File: src/core/tlpiu_pkg.sv
// shared constants and types of the two-level priority interrupt unit
package tlpiu_pkg;

  // ----------------------------------------------------------------
  // register map
  // ----------------------------------------------------------------
  localparam logic [1:0] ADDR_MAIN_CONTROL  = 2'h0; // interrupt_main_control
  localparam logic [1:0] ADDR_RESET_CONTROL = 2'h1; // reset_control_register
  localparam logic [1:0] ADDR_PRIORITY      = 2'h2; // source priority bits
  localparam logic [1:0] ADDR_PORT_B        = 2'h3; // port_b_pins read

  // ----------------------------------------------------------------
  // field positions
  // ----------------------------------------------------------------
  localparam int BIT_GLOBAL_HIGH = 7; // global / high-level enable
  localparam int BIT_GLOBAL_LOW  = 6; // peripheral / low-level enable
  localparam int BIT_EN_TIMER    = 5;
  localparam int BIT_EN_PIN0     = 4;
  localparam int BIT_EN_PORT     = 3;
  localparam int BIT_FLAG_TIMER  = 2;
  localparam int BIT_FLAG_PIN0   = 1;
  localparam int BIT_FLAG_PORT   = 0;
  localparam int BIT_PRIO_MODE   = 7; // priority_mode_enable
  localparam int BIT_PRI_TIMER   = 2;
  localparam int BIT_PRI_PORT    = 0;

  // ----------------------------------------------------------------
  // reset values and vectors
  // ----------------------------------------------------------------
  localparam logic [7:0]  RST_MAIN_CONTROL = 8'h00;
  localparam logic        RST_PRIO_MODE    = 1'b0;
  localparam logic [1:0]  RST_PRIORITY     = 2'h3;
  localparam logic [15:0] VEC_HIGH         = 16'h0008;
  localparam logic [15:0] VEC_LOW          = 16'h0018;

  // ----------------------------------------------------------------
  // types
  // ----------------------------------------------------------------
  typedef enum logic [1:0] {
    TLPIU_IDLE = 2'b00,
    TLPIU_PUSH = 2'b01,
    TLPIU_LOAD = 2'b10
  } tlpiu_fsm_t;

  typedef struct packed {
    logic [1:0] addr;
    logic [7:0] wdata;
    logic       wr;
    logic       rd;
  } tlpiu_bus_t;

  typedef struct packed {
    logic [7:0]       ctrl;       // interrupt_main_control
    logic             prio_mode;  // priority_mode_enable
    logic [1:0]       prio;       // [1] timer, [0] port change
    logic [2:0]       pin_sync;
    logic             pin_stable;
    logic [2:0][3:0]  port_sync;
    logic [3:0]       port_last;
    logic             hi_active;
    logic             lo_active;
    tlpiu_fsm_t       fsm;
    logic [15:0]      vec_addr;
    logic             push;
    logic             load;
    logic [7:0]       rdata;
  } tlpiu_state_t;

endpackage : tlpiu_pkg

File: src/core/tlpiu_core.sv
// two-level priority interrupt unit with register port and core handshake
`timescale 1ns/1ps

module tlpiu_core (
  input  wire logic              sys_clk,
  input  wire logic              rst,
  input  wire tlpiu_pkg::tlpiu_bus_t reg_bus,
  output logic [7:0]             reg_rdata,
  input  wire logic              timer_zero_overflow,
  input  wire logic              external_pin_zero,
  input  wire logic [3:0]        port_b_pins,
  input  wire logic              periph_request,
  input  wire logic              periph_request_high,
  input  wire logic              return_from_interrupt_instruction,
  output logic                   push_return_address,
  output logic                   load_program_counter,
  output logic [15:0]            vector_address,
  output logic                   high_in_service,
  output logic                   low_in_service
);

  // ----------------------------------------------------------------
  // state
  // ----------------------------------------------------------------
  tlpiu_pkg::tlpiu_state_t st;
  tlpiu_pkg::tlpiu_state_t next_st;

  logic       pin_rise;
  logic [3:0] port_mismatch;
  logic       req_timer;
  logic       req_pin0;
  logic       req_port;
  logic       hi_req;
  logic       lo_req;
  logic       any_req;

  // ----------------------------------------------------------------
  // request decode
  // ----------------------------------------------------------------
  // a pin edge counts once the second and third stages agree
  assign pin_rise = (st.pin_sync[1] == st.pin_sync[2]) && st.pin_sync[2] &&
                    !st.pin_stable;
  // settled pins that differ from the value last read
  assign port_mismatch = ~(st.port_sync[1] ^ st.port_sync[2]) &
                         (st.port_sync[2] ^ st.port_last);

  // each source: flag and its own enable
  assign req_timer = st.ctrl[tlpiu_pkg::BIT_FLAG_TIMER] &
                     st.ctrl[tlpiu_pkg::BIT_EN_TIMER];
  assign req_pin0  = st.ctrl[tlpiu_pkg::BIT_FLAG_PIN0] &
                     st.ctrl[tlpiu_pkg::BIT_EN_PIN0];
  assign req_port  = st.ctrl[tlpiu_pkg::BIT_FLAG_PORT] &
                     st.ctrl[tlpiu_pkg::BIT_EN_PORT];

  // compatibility mode: one level, peripheral group gated by bit 6
  assign any_req = st.ctrl[tlpiu_pkg::BIT_GLOBAL_HIGH] &
                   (req_timer | req_pin0 | req_port |
                    (st.ctrl[tlpiu_pkg::BIT_GLOBAL_LOW] &
                     periph_request));

  // priority mode: bit 7 admits high, bit 6 low, bit 7 low blocks all
  assign hi_req = st.ctrl[tlpiu_pkg::BIT_GLOBAL_HIGH] &
                  ((req_timer & st.prio[1]) | req_pin0 |
                   (req_port & st.prio[0]) |
                   (periph_request & periph_request_high));
  assign lo_req = st.ctrl[tlpiu_pkg::BIT_GLOBAL_HIGH] &
                  st.ctrl[tlpiu_pkg::BIT_GLOBAL_LOW] & !st.hi_active &
                  ((req_timer & !st.prio[1]) |
                   (req_port & !st.prio[0]) |
                   (periph_request & !periph_request_high));

  // ----------------------------------------------------------------
  // next state
  // ----------------------------------------------------------------
  always_comb begin
    next_st       = st;
    next_st.push  = 1'b0;
    next_st.load  = 1'b0;
    next_st.rdata = 8'h00;

    // three-stage synchronisers for pins
    next_st.pin_sync  = {st.pin_sync[1:0], external_pin_zero};
    next_st.port_sync = {st.port_sync[1:0], port_b_pins};
    if (st.pin_sync[1] == st.pin_sync[2]) begin
      next_st.pin_stable = st.pin_sync[2];
    end

    // register writes
    if (reg_bus.wr) begin
      case (reg_bus.addr)
        tlpiu_pkg::ADDR_MAIN_CONTROL: next_st.ctrl = reg_bus.wdata;
        tlpiu_pkg::ADDR_RESET_CONTROL: begin
          next_st.prio_mode = reg_bus.wdata[tlpiu_pkg::BIT_PRIO_MODE];
        end
        tlpiu_pkg::ADDR_PRIORITY: begin
          next_st.prio = {reg_bus.wdata[tlpiu_pkg::BIT_PRI_TIMER],
                          reg_bus.wdata[tlpiu_pkg::BIT_PRI_PORT]};
        end
        default: ;
      endcase
    end

    // register reads, data one cycle later
    if (reg_bus.rd) begin
      case (reg_bus.addr)
        tlpiu_pkg::ADDR_MAIN_CONTROL: next_st.rdata = st.ctrl;
        tlpiu_pkg::ADDR_RESET_CONTROL: begin
          next_st.rdata = {st.prio_mode, 7'h00};
        end
        tlpiu_pkg::ADDR_PRIORITY: begin
          next_st.rdata = {5'h00, st.prio[1], 1'b0, st.prio[0]};
        end
        tlpiu_pkg::ADDR_PORT_B: begin
          next_st.rdata     = {st.port_sync[2], 4'h0};
          next_st.port_last = st.port_sync[2];
        end
        default: next_st.rdata = 8'h00;
      endcase
    end

    // hardware sets flags regardless of enables; set beats a write
    if (timer_zero_overflow) begin
      next_st.ctrl[tlpiu_pkg::BIT_FLAG_TIMER] = 1'b1;
    end
    if (pin_rise) begin
      next_st.ctrl[tlpiu_pkg::BIT_FLAG_PIN0] = 1'b1;
    end
    if (|port_mismatch) begin
      next_st.ctrl[tlpiu_pkg::BIT_FLAG_PORT] = 1'b1;
    end

    // return re-arms the enable cleared on entry
    if (return_from_interrupt_instruction) begin
      if (!st.prio_mode || st.hi_active) begin
        next_st.ctrl[tlpiu_pkg::BIT_GLOBAL_HIGH] = 1'b1;
        next_st.hi_active = 1'b0;
      end else if (st.lo_active) begin
        next_st.ctrl[tlpiu_pkg::BIT_GLOBAL_LOW] = 1'b1;
        next_st.lo_active = 1'b0;
      end
    end

    // acceptance sequencer, one decision per cycle
    case (st.fsm)
      tlpiu_pkg::TLPIU_IDLE: begin
        if (!st.prio_mode && any_req) begin
          next_st.ctrl[tlpiu_pkg::BIT_GLOBAL_HIGH] = 1'b0;
          next_st.hi_active = 1'b1;
          next_st.vec_addr  = tlpiu_pkg::VEC_HIGH;
          next_st.push      = 1'b1;
          next_st.fsm       = tlpiu_pkg::TLPIU_PUSH;
        end else if (st.prio_mode && hi_req) begin
          next_st.ctrl[tlpiu_pkg::BIT_GLOBAL_HIGH] = 1'b0;
          next_st.hi_active = 1'b1;
          next_st.vec_addr  = tlpiu_pkg::VEC_HIGH;
          next_st.push      = 1'b1;
          next_st.fsm       = tlpiu_pkg::TLPIU_PUSH;
        end else if (st.prio_mode && lo_req) begin
          next_st.ctrl[tlpiu_pkg::BIT_GLOBAL_LOW] = 1'b0;
          next_st.lo_active = 1'b1;
          next_st.vec_addr  = tlpiu_pkg::VEC_LOW;
          next_st.push      = 1'b1;
          next_st.fsm       = tlpiu_pkg::TLPIU_PUSH;
        end
      end
      tlpiu_pkg::TLPIU_PUSH: begin
        next_st.load = 1'b1;
        next_st.fsm  = tlpiu_pkg::TLPIU_LOAD;
      end
      tlpiu_pkg::TLPIU_LOAD: next_st.fsm = tlpiu_pkg::TLPIU_IDLE;
      default: next_st.fsm = tlpiu_pkg::TLPIU_IDLE;
    endcase
  end

  // ----------------------------------------------------------------
  // state register
  // ----------------------------------------------------------------
  always_ff @(posedge sys_clk or posedge rst) begin
    if (rst) begin
      st           <= '0;
      st.ctrl      <= tlpiu_pkg::RST_MAIN_CONTROL;
      st.prio_mode <= tlpiu_pkg::RST_PRIO_MODE;
      st.prio      <= tlpiu_pkg::RST_PRIORITY;
      st.fsm       <= tlpiu_pkg::TLPIU_IDLE;
    end else begin
      st <= next_st;
    end
  end

  // outputs straight from the state register
  assign reg_rdata            = st.rdata;
  assign push_return_address  = st.push;
  assign load_program_counter = st.load;
  assign vector_address       = st.vec_addr;
  assign high_in_service      = st.hi_active;
  assign low_in_service       = st.lo_active;
endmodule : tlpiu_core

File: config.mk
export PLATFORM = sky130hd
export DESIGN_NAME = tlpiu_core
export DESIGN_NICKNAME = d
export VERILOG_FILES = /design/src/core/tlpiu_pkg.sv /design/src/core/tlpiu_core.sv
export SDC_FILE = /design/constraint.sdc
export NUM_CORES = 1
export LEC_CHECK = 0
export BUFFER_PORTS_ARGS = -buffer_cell sky130_fd_sc_hd__buf_4
export CAP_MARGIN = 20
export CORE_MARGIN = 8
export CORE_UTILIZATION = 35
export DETAILED_ROUTE_END_ITERATION = 16
export PLACE_DENSITY_LB_ADDON = 0.1
export SYNTH_ARGS = -nofsm -noshare
export SYNTH_HDL_FRONTEND = slang
export SYNTH_SLANG_ARGS = --single-unit
export TNS_END_PERCENT = 50
File: constraint.sdc
create_clock -name sys_clk -period 2 [get_ports sys_clk]
set_input_delay 0.3 -clock sys_clk [delete_from_list [all_inputs] [get_ports sys_clk]]
set_output_delay 0.3 -clock sys_clk [all_outputs]
set_load 0.05 [all_outputs]
==> metrics, run 1 <==
status=finished clean; die footprint=8430 um^2; synthesized area=2010 um^2; Routed WL=3950 um; crit end category=register; Max Cap Viol=0; Setup violations, final=0; TritonCTS clock tree=yes; number of hold violations in the final report=0; vias in the first global route=1306; most common cell after layout, fill and taps aside=dfrtp_1; Psw=831 uW; final worst-path cycle share=0.853; Setup CP Type=register to register; CP top delay family=simple AND/OR/NAND/NOR gates; peak supply drop=363 uV; largest net degree at the start of global routing=21; All-Layer GR Usage=0.0978; Fill cells=552; largest stage delay on the critical path=410 ps; post-CTS setup buffers=0; Crit path depth=4; Crit path arrival time=1880 ps; Num CTS Buffers=5; Fmax achieved=586 MHz; DP HPWL=3110 um; Final Total Pwr=2.50 mW; htree depth=2; share of cells above drive strength 1=0.303; Final ANT Viol Nets=0; sequential share of power=0.487; Min Hold Slack=43.2 ps; FP Rows=27; grt ovf=0; Most Crowded Layer GR=met2; Pwr per Cell Area=1060 nW/um^2; crit path cell chain=or3b_1 -> a311o_1 -> nor4_2 -> a21oi_1; compound-gate portion of the synthesized area=0.0884; DRT Pass-1 Iters=4; clock group share of total power=0.242; most frequent cells in the layout=dfrtp_1 (45), buf_4 (37), conb_1 (14), nand2_1 (13), mux2_2 (11); number of synthesized flops with an enable pin=0; Reg clk slew, reported paths=80 ps; core area=5540 um^2; R2R depth=4; Net Sw Frac=0.332; crit-path max FO=4; clk sinks=47; clk root buf=clkbuf_8; n_diodes=0; Synth cell types=37; Crit-path slowest cell=dfrtp_1; first-pass GRT wire length=6600 um; Least-Margin Pin Slew=727 ps; Clock Skews=4.50 ps; Clock Tree Buf Depth=2; Startpoint Class=register; drt drc=0; final std cells w/o fill=273; Final nets=224; Via density=4.65; port buffer count=36; syn avg cell area=12.0 um^2; Post-CTS Hold Buffers=0; Initial Utilization=0.363; Synth Warn #=0; vias post-DR=1269; WL/cell=14.5 um; Pint=1.67 mW; RSZ-0062 raised after global routing=no; Cells after DPL=265; Die Height=91.8 um; Simple-Gate Fraction of Synth Area=0.130; Post-Synth Adder-Cell Area=0.00622; crit path time final=1710 ps; Final GP Congestion=0.793; Max-Slew Margin vs Limit=0.512; CP Buf/Inv Count=0; worst-skew pair later-pin latency=290 ps; CP Data Required Time=2170 ps; P&R area growth vs syn=17.4%; Final Max Slew Viols=0; multiplexer share of the synthesized area=0.0865; largest family of logic cells by synthesized area=simple AND/OR/NAND/NOR gates; met3 GRT Util=0.0350; number of synthesized register bits=47; Top FF cell, synth=dfrtp_1; met1 usage=0.125; final instance area=2360 um^2; Gate Count Post-Synth=168; Comb power frac=0.271; Fin Setup TNS=0 ps; antenna violations before repair=0; # IOs=51; global routing usage on met2=0.150; Die W=91.8 um; post-CTS resize count=0; worst hold path type=primary input to async pin; drt initial violations=71; Async SR Flop Fraction=1.00; xor/xnor share of the synthesized area=0; Pleak=1.12 nW; Seq/Total Area, Yosys=0.586; DP Area=2260 um^2
==> power groups by stage <==
stage | registers [mW] | logic (mW) | clock network (mW)
floorplan | 1.31 | 0.443 | 0
global placement | 1.23 | 0.684 | 0
detailed placement | 1.24 | 0.685 | 0
CTS | 1.22 | 0.687 | 0.625
global route | 1.25 | 0.727 | 0.679
finish | 1.22 | 0.679 | 0.604
==> cells in the mapped netlist, types with 3 or more instances <==
| master | number | share of area |
|---|---|---|
| nor2b_1 | 6 | 0.019 |
| nand2b_1 | 3 | 0.0093 |
| dfrtp_1 | 45 | 0.56 |
| mux2_2 | 11 | 0.062 |
| nand3_1 | 7 | 0.017 |
| a21boi_0 | 3 | 0.011 |
| inv_1 | 4 | 0.0075 |
| and3_1 | 3 | 0.0093 |
| o21ai_0 | 4 | 0.010 |
| nand2_1 | 13 | 0.024 |
| nand3b_1 | 4 | 0.015 |
| mux2i_1 | 5 | 0.025 |
| buf_4 | 24 | 0.090 |
| nor2_1 | 8 | 0.015 |
==> state kept, by name, indices dropped and copies added (netlist names) <==
| name | cells |
|---|---|
| vector_address | 2 |
| low_in_service | 1 |
| load_program_counter | 1 |
| st | 23 |
| high_in_service | 1 |
| next_st | 10 |
| reg_rdata | 8 |
| push_return_address | 1 |
==> cell type report <==
cell class                      instances  area, um^2  area share
Sequential cell                        47        1180       0.499
Tap cell                               72        90.1      0.0382
Timing Repair Buffer                   38         298       0.126
Inverter                                4        15.0     0.00636
Clock buffer                            8         100      0.0424
Multi-Input combinational cell        104         678       0.287
==> cell families (layout without fill, tap and decap cells) <==
family                     Yosys count  count (layout)
DFF                                 47              47
buffers and inverters               30              50
other                                1              14
and+or+nand+nor                     49              49
muxes                               16              16
adders and majority gates            1               1
AOI/OAI and AO/OA                   24              24
==> final timing paths <==
path                              startpoint     endpoint  slack (ps)
min                                      rst       st[46]          40
max                                   st[27]       st[59]         290
max in group asynchronous                rst       st[51]        1380
max reg2reg                           st[27]       st[59]         290
min in group sys_clk       external_pin_zero  next_st[48]         110
min reg2reg                      next_st[40]  next_st[44]         350
==> layer usage <==
layer	up-vias	wire (um)
li1	606	-
met1	607	1740
met2	51	1850
met3	5	322
met4	0	38
met5	-	0
==> metrics by stage <==
| stage | setup WS, ps | utilization |
|---|---|---|
| after floorplan | 385 | - |
| after global placement | 327 | 0.408 |
| after detailed placement | 301 | 0.408 |
| after CTS | 286 | 0.426 |
| after global routing | 172 | 0.426 |
| final | 294 | 0.426 |
Power figures use the tool's default switching activity.
==> run 2: changes to the inputs <==
==> constraint.sdc (replaced) <==
create_clock -name sys_clk -period 1.9 [get_ports sys_clk]
set_input_delay 0.285 -clock sys_clk [delete_from_list [all_inputs] [get_ports sys_clk]]
set_output_delay 0.285 -clock sys_clk [all_outputs]
set_load 0.05 [all_outputs]
==> metrics, run 2 (synthesized netlist as in run 1, its figures left out) <==
largest net degree at the start of global routing=33 (+57%); largest stage delay on the critical path=410 ps (about the same); final std cells w/o fill=274 (+0.37%); DP HPWL=3060 um (-1.7%); share of cells above drive strength 1=0.307 (+0.00345); post-CTS resize count=0 (unchanged); status=finished clean; Pint=1.77 mW (+6.1%); first-pass GRT wire length=6690 um (+1.3%); crit path cell chain=or3b_1 -> a311o_1 -> nor4_2 -> a21oi_1; core area=5540 um^2 (unchanged); DP Area=2260 um^2 (unchanged); Setup WS post-layout=199 ps (-95.5 ps); Via density=4.57 (-1.8%); Fin Setup TNS=0 ps (unchanged); drt drc=0 (unchanged); Reg clk slew, reported paths=80 ps (about the same); Final ANT Viol Nets=0 (unchanged); sequential share of power=0.479 (-0.008); Final Max Slew Viols=0 (unchanged); DRT Pass-1 Iters=4 (unchanged); Num CTS Buffers=5 (unchanged); Final nets=225 (+0.45%); final instance area=2370 um^2 (+0.58%); htree depth=2 (unchanged); clock group share of total power=0.246 (+0.004); peak supply drop=449 uV (+23%); Psw=902 uW (+8.5%); vias post-DR=1251 (-1.4%); n_diodes=0 (unchanged); most frequent cells in the layout=dfrtp_1 (45), buf_4 (37), conb_1 (14), nand2_1 (13), mux2_2 (11); Startpoint Class=register; clk root buf=clkbuf_8; number of hold violations in the final report=0 (unchanged); Min Hold Slack=87.5 ps (+44.2 ps); antenna violations before repair=0 (unchanged); All-Layer GR Usage=0.101 (+0.00285); worst-skew pair later-pin latency=300 ps (about the same); Biggest register=st; # IOs=51 (unchanged); clk sinks=47 (unchanged); RSZ-0062 raised after global routing=no; Comb power frac=0.275 (+0.004); worst hold path type=primary input to register; pre-CTS WS=198 ps (-103 ps); Crit path arrival time=1880 ps (about the same); Setup CP Type=register to register; Setup violations, final=0 (unchanged); crit end category=register; crit-path max FO=4 (unchanged); crit path time final=1700 ps (-4.51 ps); Cells after DPL=265 (unchanged); Pwr per Cell Area=1130 nW/um^2 (+6.3%); Clock Skews=4.01 ps (-0.495 ps); grt ovf=0 (unchanged); Routed WL=4030 um (+1.8%); max reg flops=23 (unchanged); Max Cap Viol=0 (unchanged); Die Height=91.8 um (unchanged); final worst-path cycle share=0.895 (+0.0425); Die W=91.8 um (unchanged); WL/cell=14.7 um (+1.4%); P&R area growth vs syn=18.0%; Fmax achieved=588 MHz (+0.27%); Fill cells=533 (-3.4%); Final Util=0.428 (+0.00248); port buffer count=36 (unchanged); vias in the first global route=1338 (+2.5%); most common cell after layout, fill and taps aside=dfrtp_1; Clock Tree Buf Depth=2 (unchanged); Final Total Pwr=2.67 mW (+6.9%); Net Sw Frac=0.338 (+0.00509); Max-Slew Margin vs Limit=0.582 (+0.0698); TritonCTS clock tree=yes; Least-Margin Pin Slew=623 ps (-104 ps); Final GP Congestion=0.789 (-0.40%); die footprint=8430 um^2 (unchanged); drt initial violations=69 (-2.8%); Pleak=1.13 nW (+0.25%); Initial Utilization=0.363 (unchanged); FP Rows=27 (unchanged); Crit-path slowest cell=dfrtp_1; CP Data Required Time=2080 ps (-90 ps)
-- run 2: power by group through the flow --
stage | sequential [mW] | clock [mW] | combinational (mW)
floorplan | 1.38 | 0 | 0.466
detailed placement | 1.30 | 0 | 0.741
global route | 1.31 | 0.725 | 0.792
CTS | 1.28 | 0.683 | 0.744
finish | 1.28 | 0.658 | 0.735
global placement | 1.29 | 0 | 0.735
-- run 2: cell type report --
class                           count  area [um^2]  share of cell area
Multi-Input combinational cell    104          678               0.286
Inverter                            4         15.0             0.00633
Timing Repair Buffer               39          308               0.130
Tap cell                           72         90.1              0.0380
Clock inverter                      1         7.51             0.00316
Clock buffer                        7         96.3              0.0406
Sequential cell                    47         1180               0.497
-- run 2: routing by layer --
| layer | part of all wire | wire length (um) | up-vias | GRT usage |
|---|---|---|---|---|
| met5 | 0 | 0 | - | 0 |
| met2 | 0.45 | 1810 | 44 | 0.154 |
| met3 | 0.075 | 300 | 7 | 0.0391 |
| met4 | 0.015 | 60 | 0 | 0.0416 |
| li1 | - | - | 606 | - |
| met1 | 0.46 | 1860 | 594 | 0.124 |
-- run 2: final timing paths --
check,from,end,slack (ps),depth (start not counted)
min in group asynchronous,rst,vector_address[4],550,3
max in group asynchronous,rst,st[50],760,4
max reg2reg,st[27],st[59],200,4
max,st[27],st[59],200,4
min reg2reg,next_st[41],next_st[45],350,0
min,port_b_pins[3],next_st[41],90,1
-- run 2: repair_timing --
action                                  in CTS  in global routing
hold endpoints to repair                    15                  0
hold buffers                                 1                  0
setup buffers                                0                  0
endpoints found under the setup margin       0                  0
-- run 2: worst max-delay path: cells and delay by family (launching register included) --
kind	cells	cell delay, ps
and+or+nand+nor	2	730
AOI/OAI and AO/OA	2	450
DFF	1	410
==> run 3: changes to the inputs <==
--- a/config.mk
+++ b/config.mk
@@ -10,6 +10,7 @@
 export CORE_MARGIN = 8
 export CORE_UTILIZATION = 35
 export DETAILED_ROUTE_END_ITERATION = 16
+export MAX_ROUTING_LAYER = met4
 export PLACE_DENSITY_LB_ADDON = 0.1
 export SYNTH_ARGS = -nofsm -noshare
 export SYNTH_HDL_FRONTEND = slang
==> metrics, run 3 (synthesized netlist as in run 1, its figures left out) <==
Setup violations, final=0 (unchanged); crit end category=register; grt ovf=0 (unchanged); number of hold violations in the final report=0 (unchanged); final worst-path cycle share=0.895 (about the same); FP Rows=27 (unchanged); port buffer count=36 (unchanged); P&R area growth vs syn=18.0% (unchanged); Pleak=1.13 nW (unchanged); vias in the first global route=1329 (-0.67%); worst-skew pair later-pin latency=300 ps (about the same); htree depth=2 (unchanged); WL/cell=14.7 um (about the same); clk sinks=47 (unchanged); Clock Skews=3.92 ps (-0.0896 ps); Fill cells=533 (unchanged); worst hold path type=primary input to register; CP Data Required Time=2080 ps (about the same); max reg flops=23 (unchanged); Final nets=225 (unchanged); Pwr per Cell Area=1130 nW/um^2 (about the same); clk root buf=clkbuf_8; crit-path max FO=4 (unchanged); Fmax achieved=588 MHz (about the same); Biggest register=st; drt initial violations=64 (-7.2%); Least-Margin Pin Slew=623 ps (+0.276 ps); post-CTS setup buffers=0 (unchanged); Die W=91.8 um (unchanged); Final GP Congestion=0.801 (+1.4%); Via density=4.59 (+0.64%); All-Layer GR Usage=0.104 (+0.00317); Max-Slew Margin vs Limit=0.582 (about the same); peak supply drop=449 uV (about the same); Setup CP Type=register to register; first-pass GRT wire length=6690 um (+0.10%); most frequent cells in the layout=dfrtp_1 (45), buf_4 (37), conb_1 (14), nand2_1 (13), mux2_2 (11); antenna violations before repair=0 (unchanged); TritonCTS clock tree=yes; Startpoint Class=register; n_diodes=0 (unchanged); # IOs=51 (unchanged); Reg clk slew, reported paths=80 ps (about the same); Max Cap Viol=0 (unchanged); vias post-DR=1259 (+0.64%); largest net degree at the start of global routing=33 (unchanged); share of cells above drive strength 1=0.307 (unchanged); Final Max Slew Viols=0 (unchanged); Die Height=91.8 um (unchanged); DP Area=2260 um^2 (unchanged); RSZ-0062 raised after global routing=no; final instance area=2370 um^2 (unchanged); DRT Pass-1 Iters=4 (unchanged); core area=5540 um^2 (unchanged); Crit path arrival time=1880 ps (about the same); post-CTS resize count=0 (unchanged); Initial Utilization=0.363 (unchanged); Routed WL=4030 um (about the same); DP HPWL=3060 um (unchanged); crit path time final=1700 ps (+0.0280 ps); Num CTS Buffers=5 (unchanged); drt drc=0 (unchanged); Clock Tree Buf Depth=2 (unchanged); die footprint=8430 um^2 (unchanged); status=finished clean; Final ANT Viol Nets=0 (unchanged); Fin Setup TNS=0 ps (unchanged); most common cell after layout, fill and taps aside=dfrtp_1
[run 3: cell counts in the layout (fill, tap and decap cells not counted)]
Identical to the previous run, type by type.
[run 3: metal layers]
metal  GRT usage  share of wire
met5           -              0
met4      0.0416          0.015
met3      0.0383          0.071
met2       0.154           0.45
met1       0.125           0.47
[run 3: worst max-delay path: stages (launching register included)]
cell	delay (ps)
dfrtp_1	410
or3b_1	410
a311o_1	380
nor4_2	320
a21oi_1	70
[run 3: report_power, final]
| part | leakage [nW] | internal [mW] | switching, mW |
|---|---|---|---|
| sequential | 0.563 | 1.16 | 0.120 |
| combinational | 0.513 | 0.278 | 0.456 |
| clock | 0.0505 | 0.331 | 0.327 |
[run 3: layout make-up]
| type | instances | area, um^2 | area share |
|---|---|---|---|
| sequential | 47 | 1180 | 0.497 |
| multi-input combinational | 104 | 678 | 0.286 |
| timing repair buffer | 39 | 308 | 0.130 |
| inverter | 4 | 15.0 | 0.00633 |
| clock inverter | 1 | 7.51 | 0.00316 |
| tap | 72 | 90.1 | 0.0380 |
| clock buffer | 7 | 96.3 | 0.0406 |
[run 3: timing repair]
item                                    CTS  global route
endpoints found under the hold margin    15             0
hold buffers                              1             0
endpoints found under the setup margin    0             0
[run 3: through the flow]
step                power (mW)  hold slack (ps)  utilization  worst slack, ps  cells
floorplan                 1.85              316            -              285    181
CTS                       2.71             75.1        0.428              186    274
global route              2.83             64.2        0.428             51.7    274
global placement          2.03              310        0.408              230    265
finish                    2.67             88.1        0.428              199    274
detailed placement        2.04              320        0.408              198    265
[run 3: path summary, 6_finish.rpt]
check	slack, ps	start	cells after the start	to
max in group asynchronous	760	rst	4	st[50]
max reg2reg	200	st[27]	4	st[59]
min reg2reg	350	next_st[41]	0	next_st[45]
min in group asynchronous	550	rst	3	vector_address[4]
min	90	port_b_pins[3]	1	next_st[41]
max	200	st[27]	4	st[59]
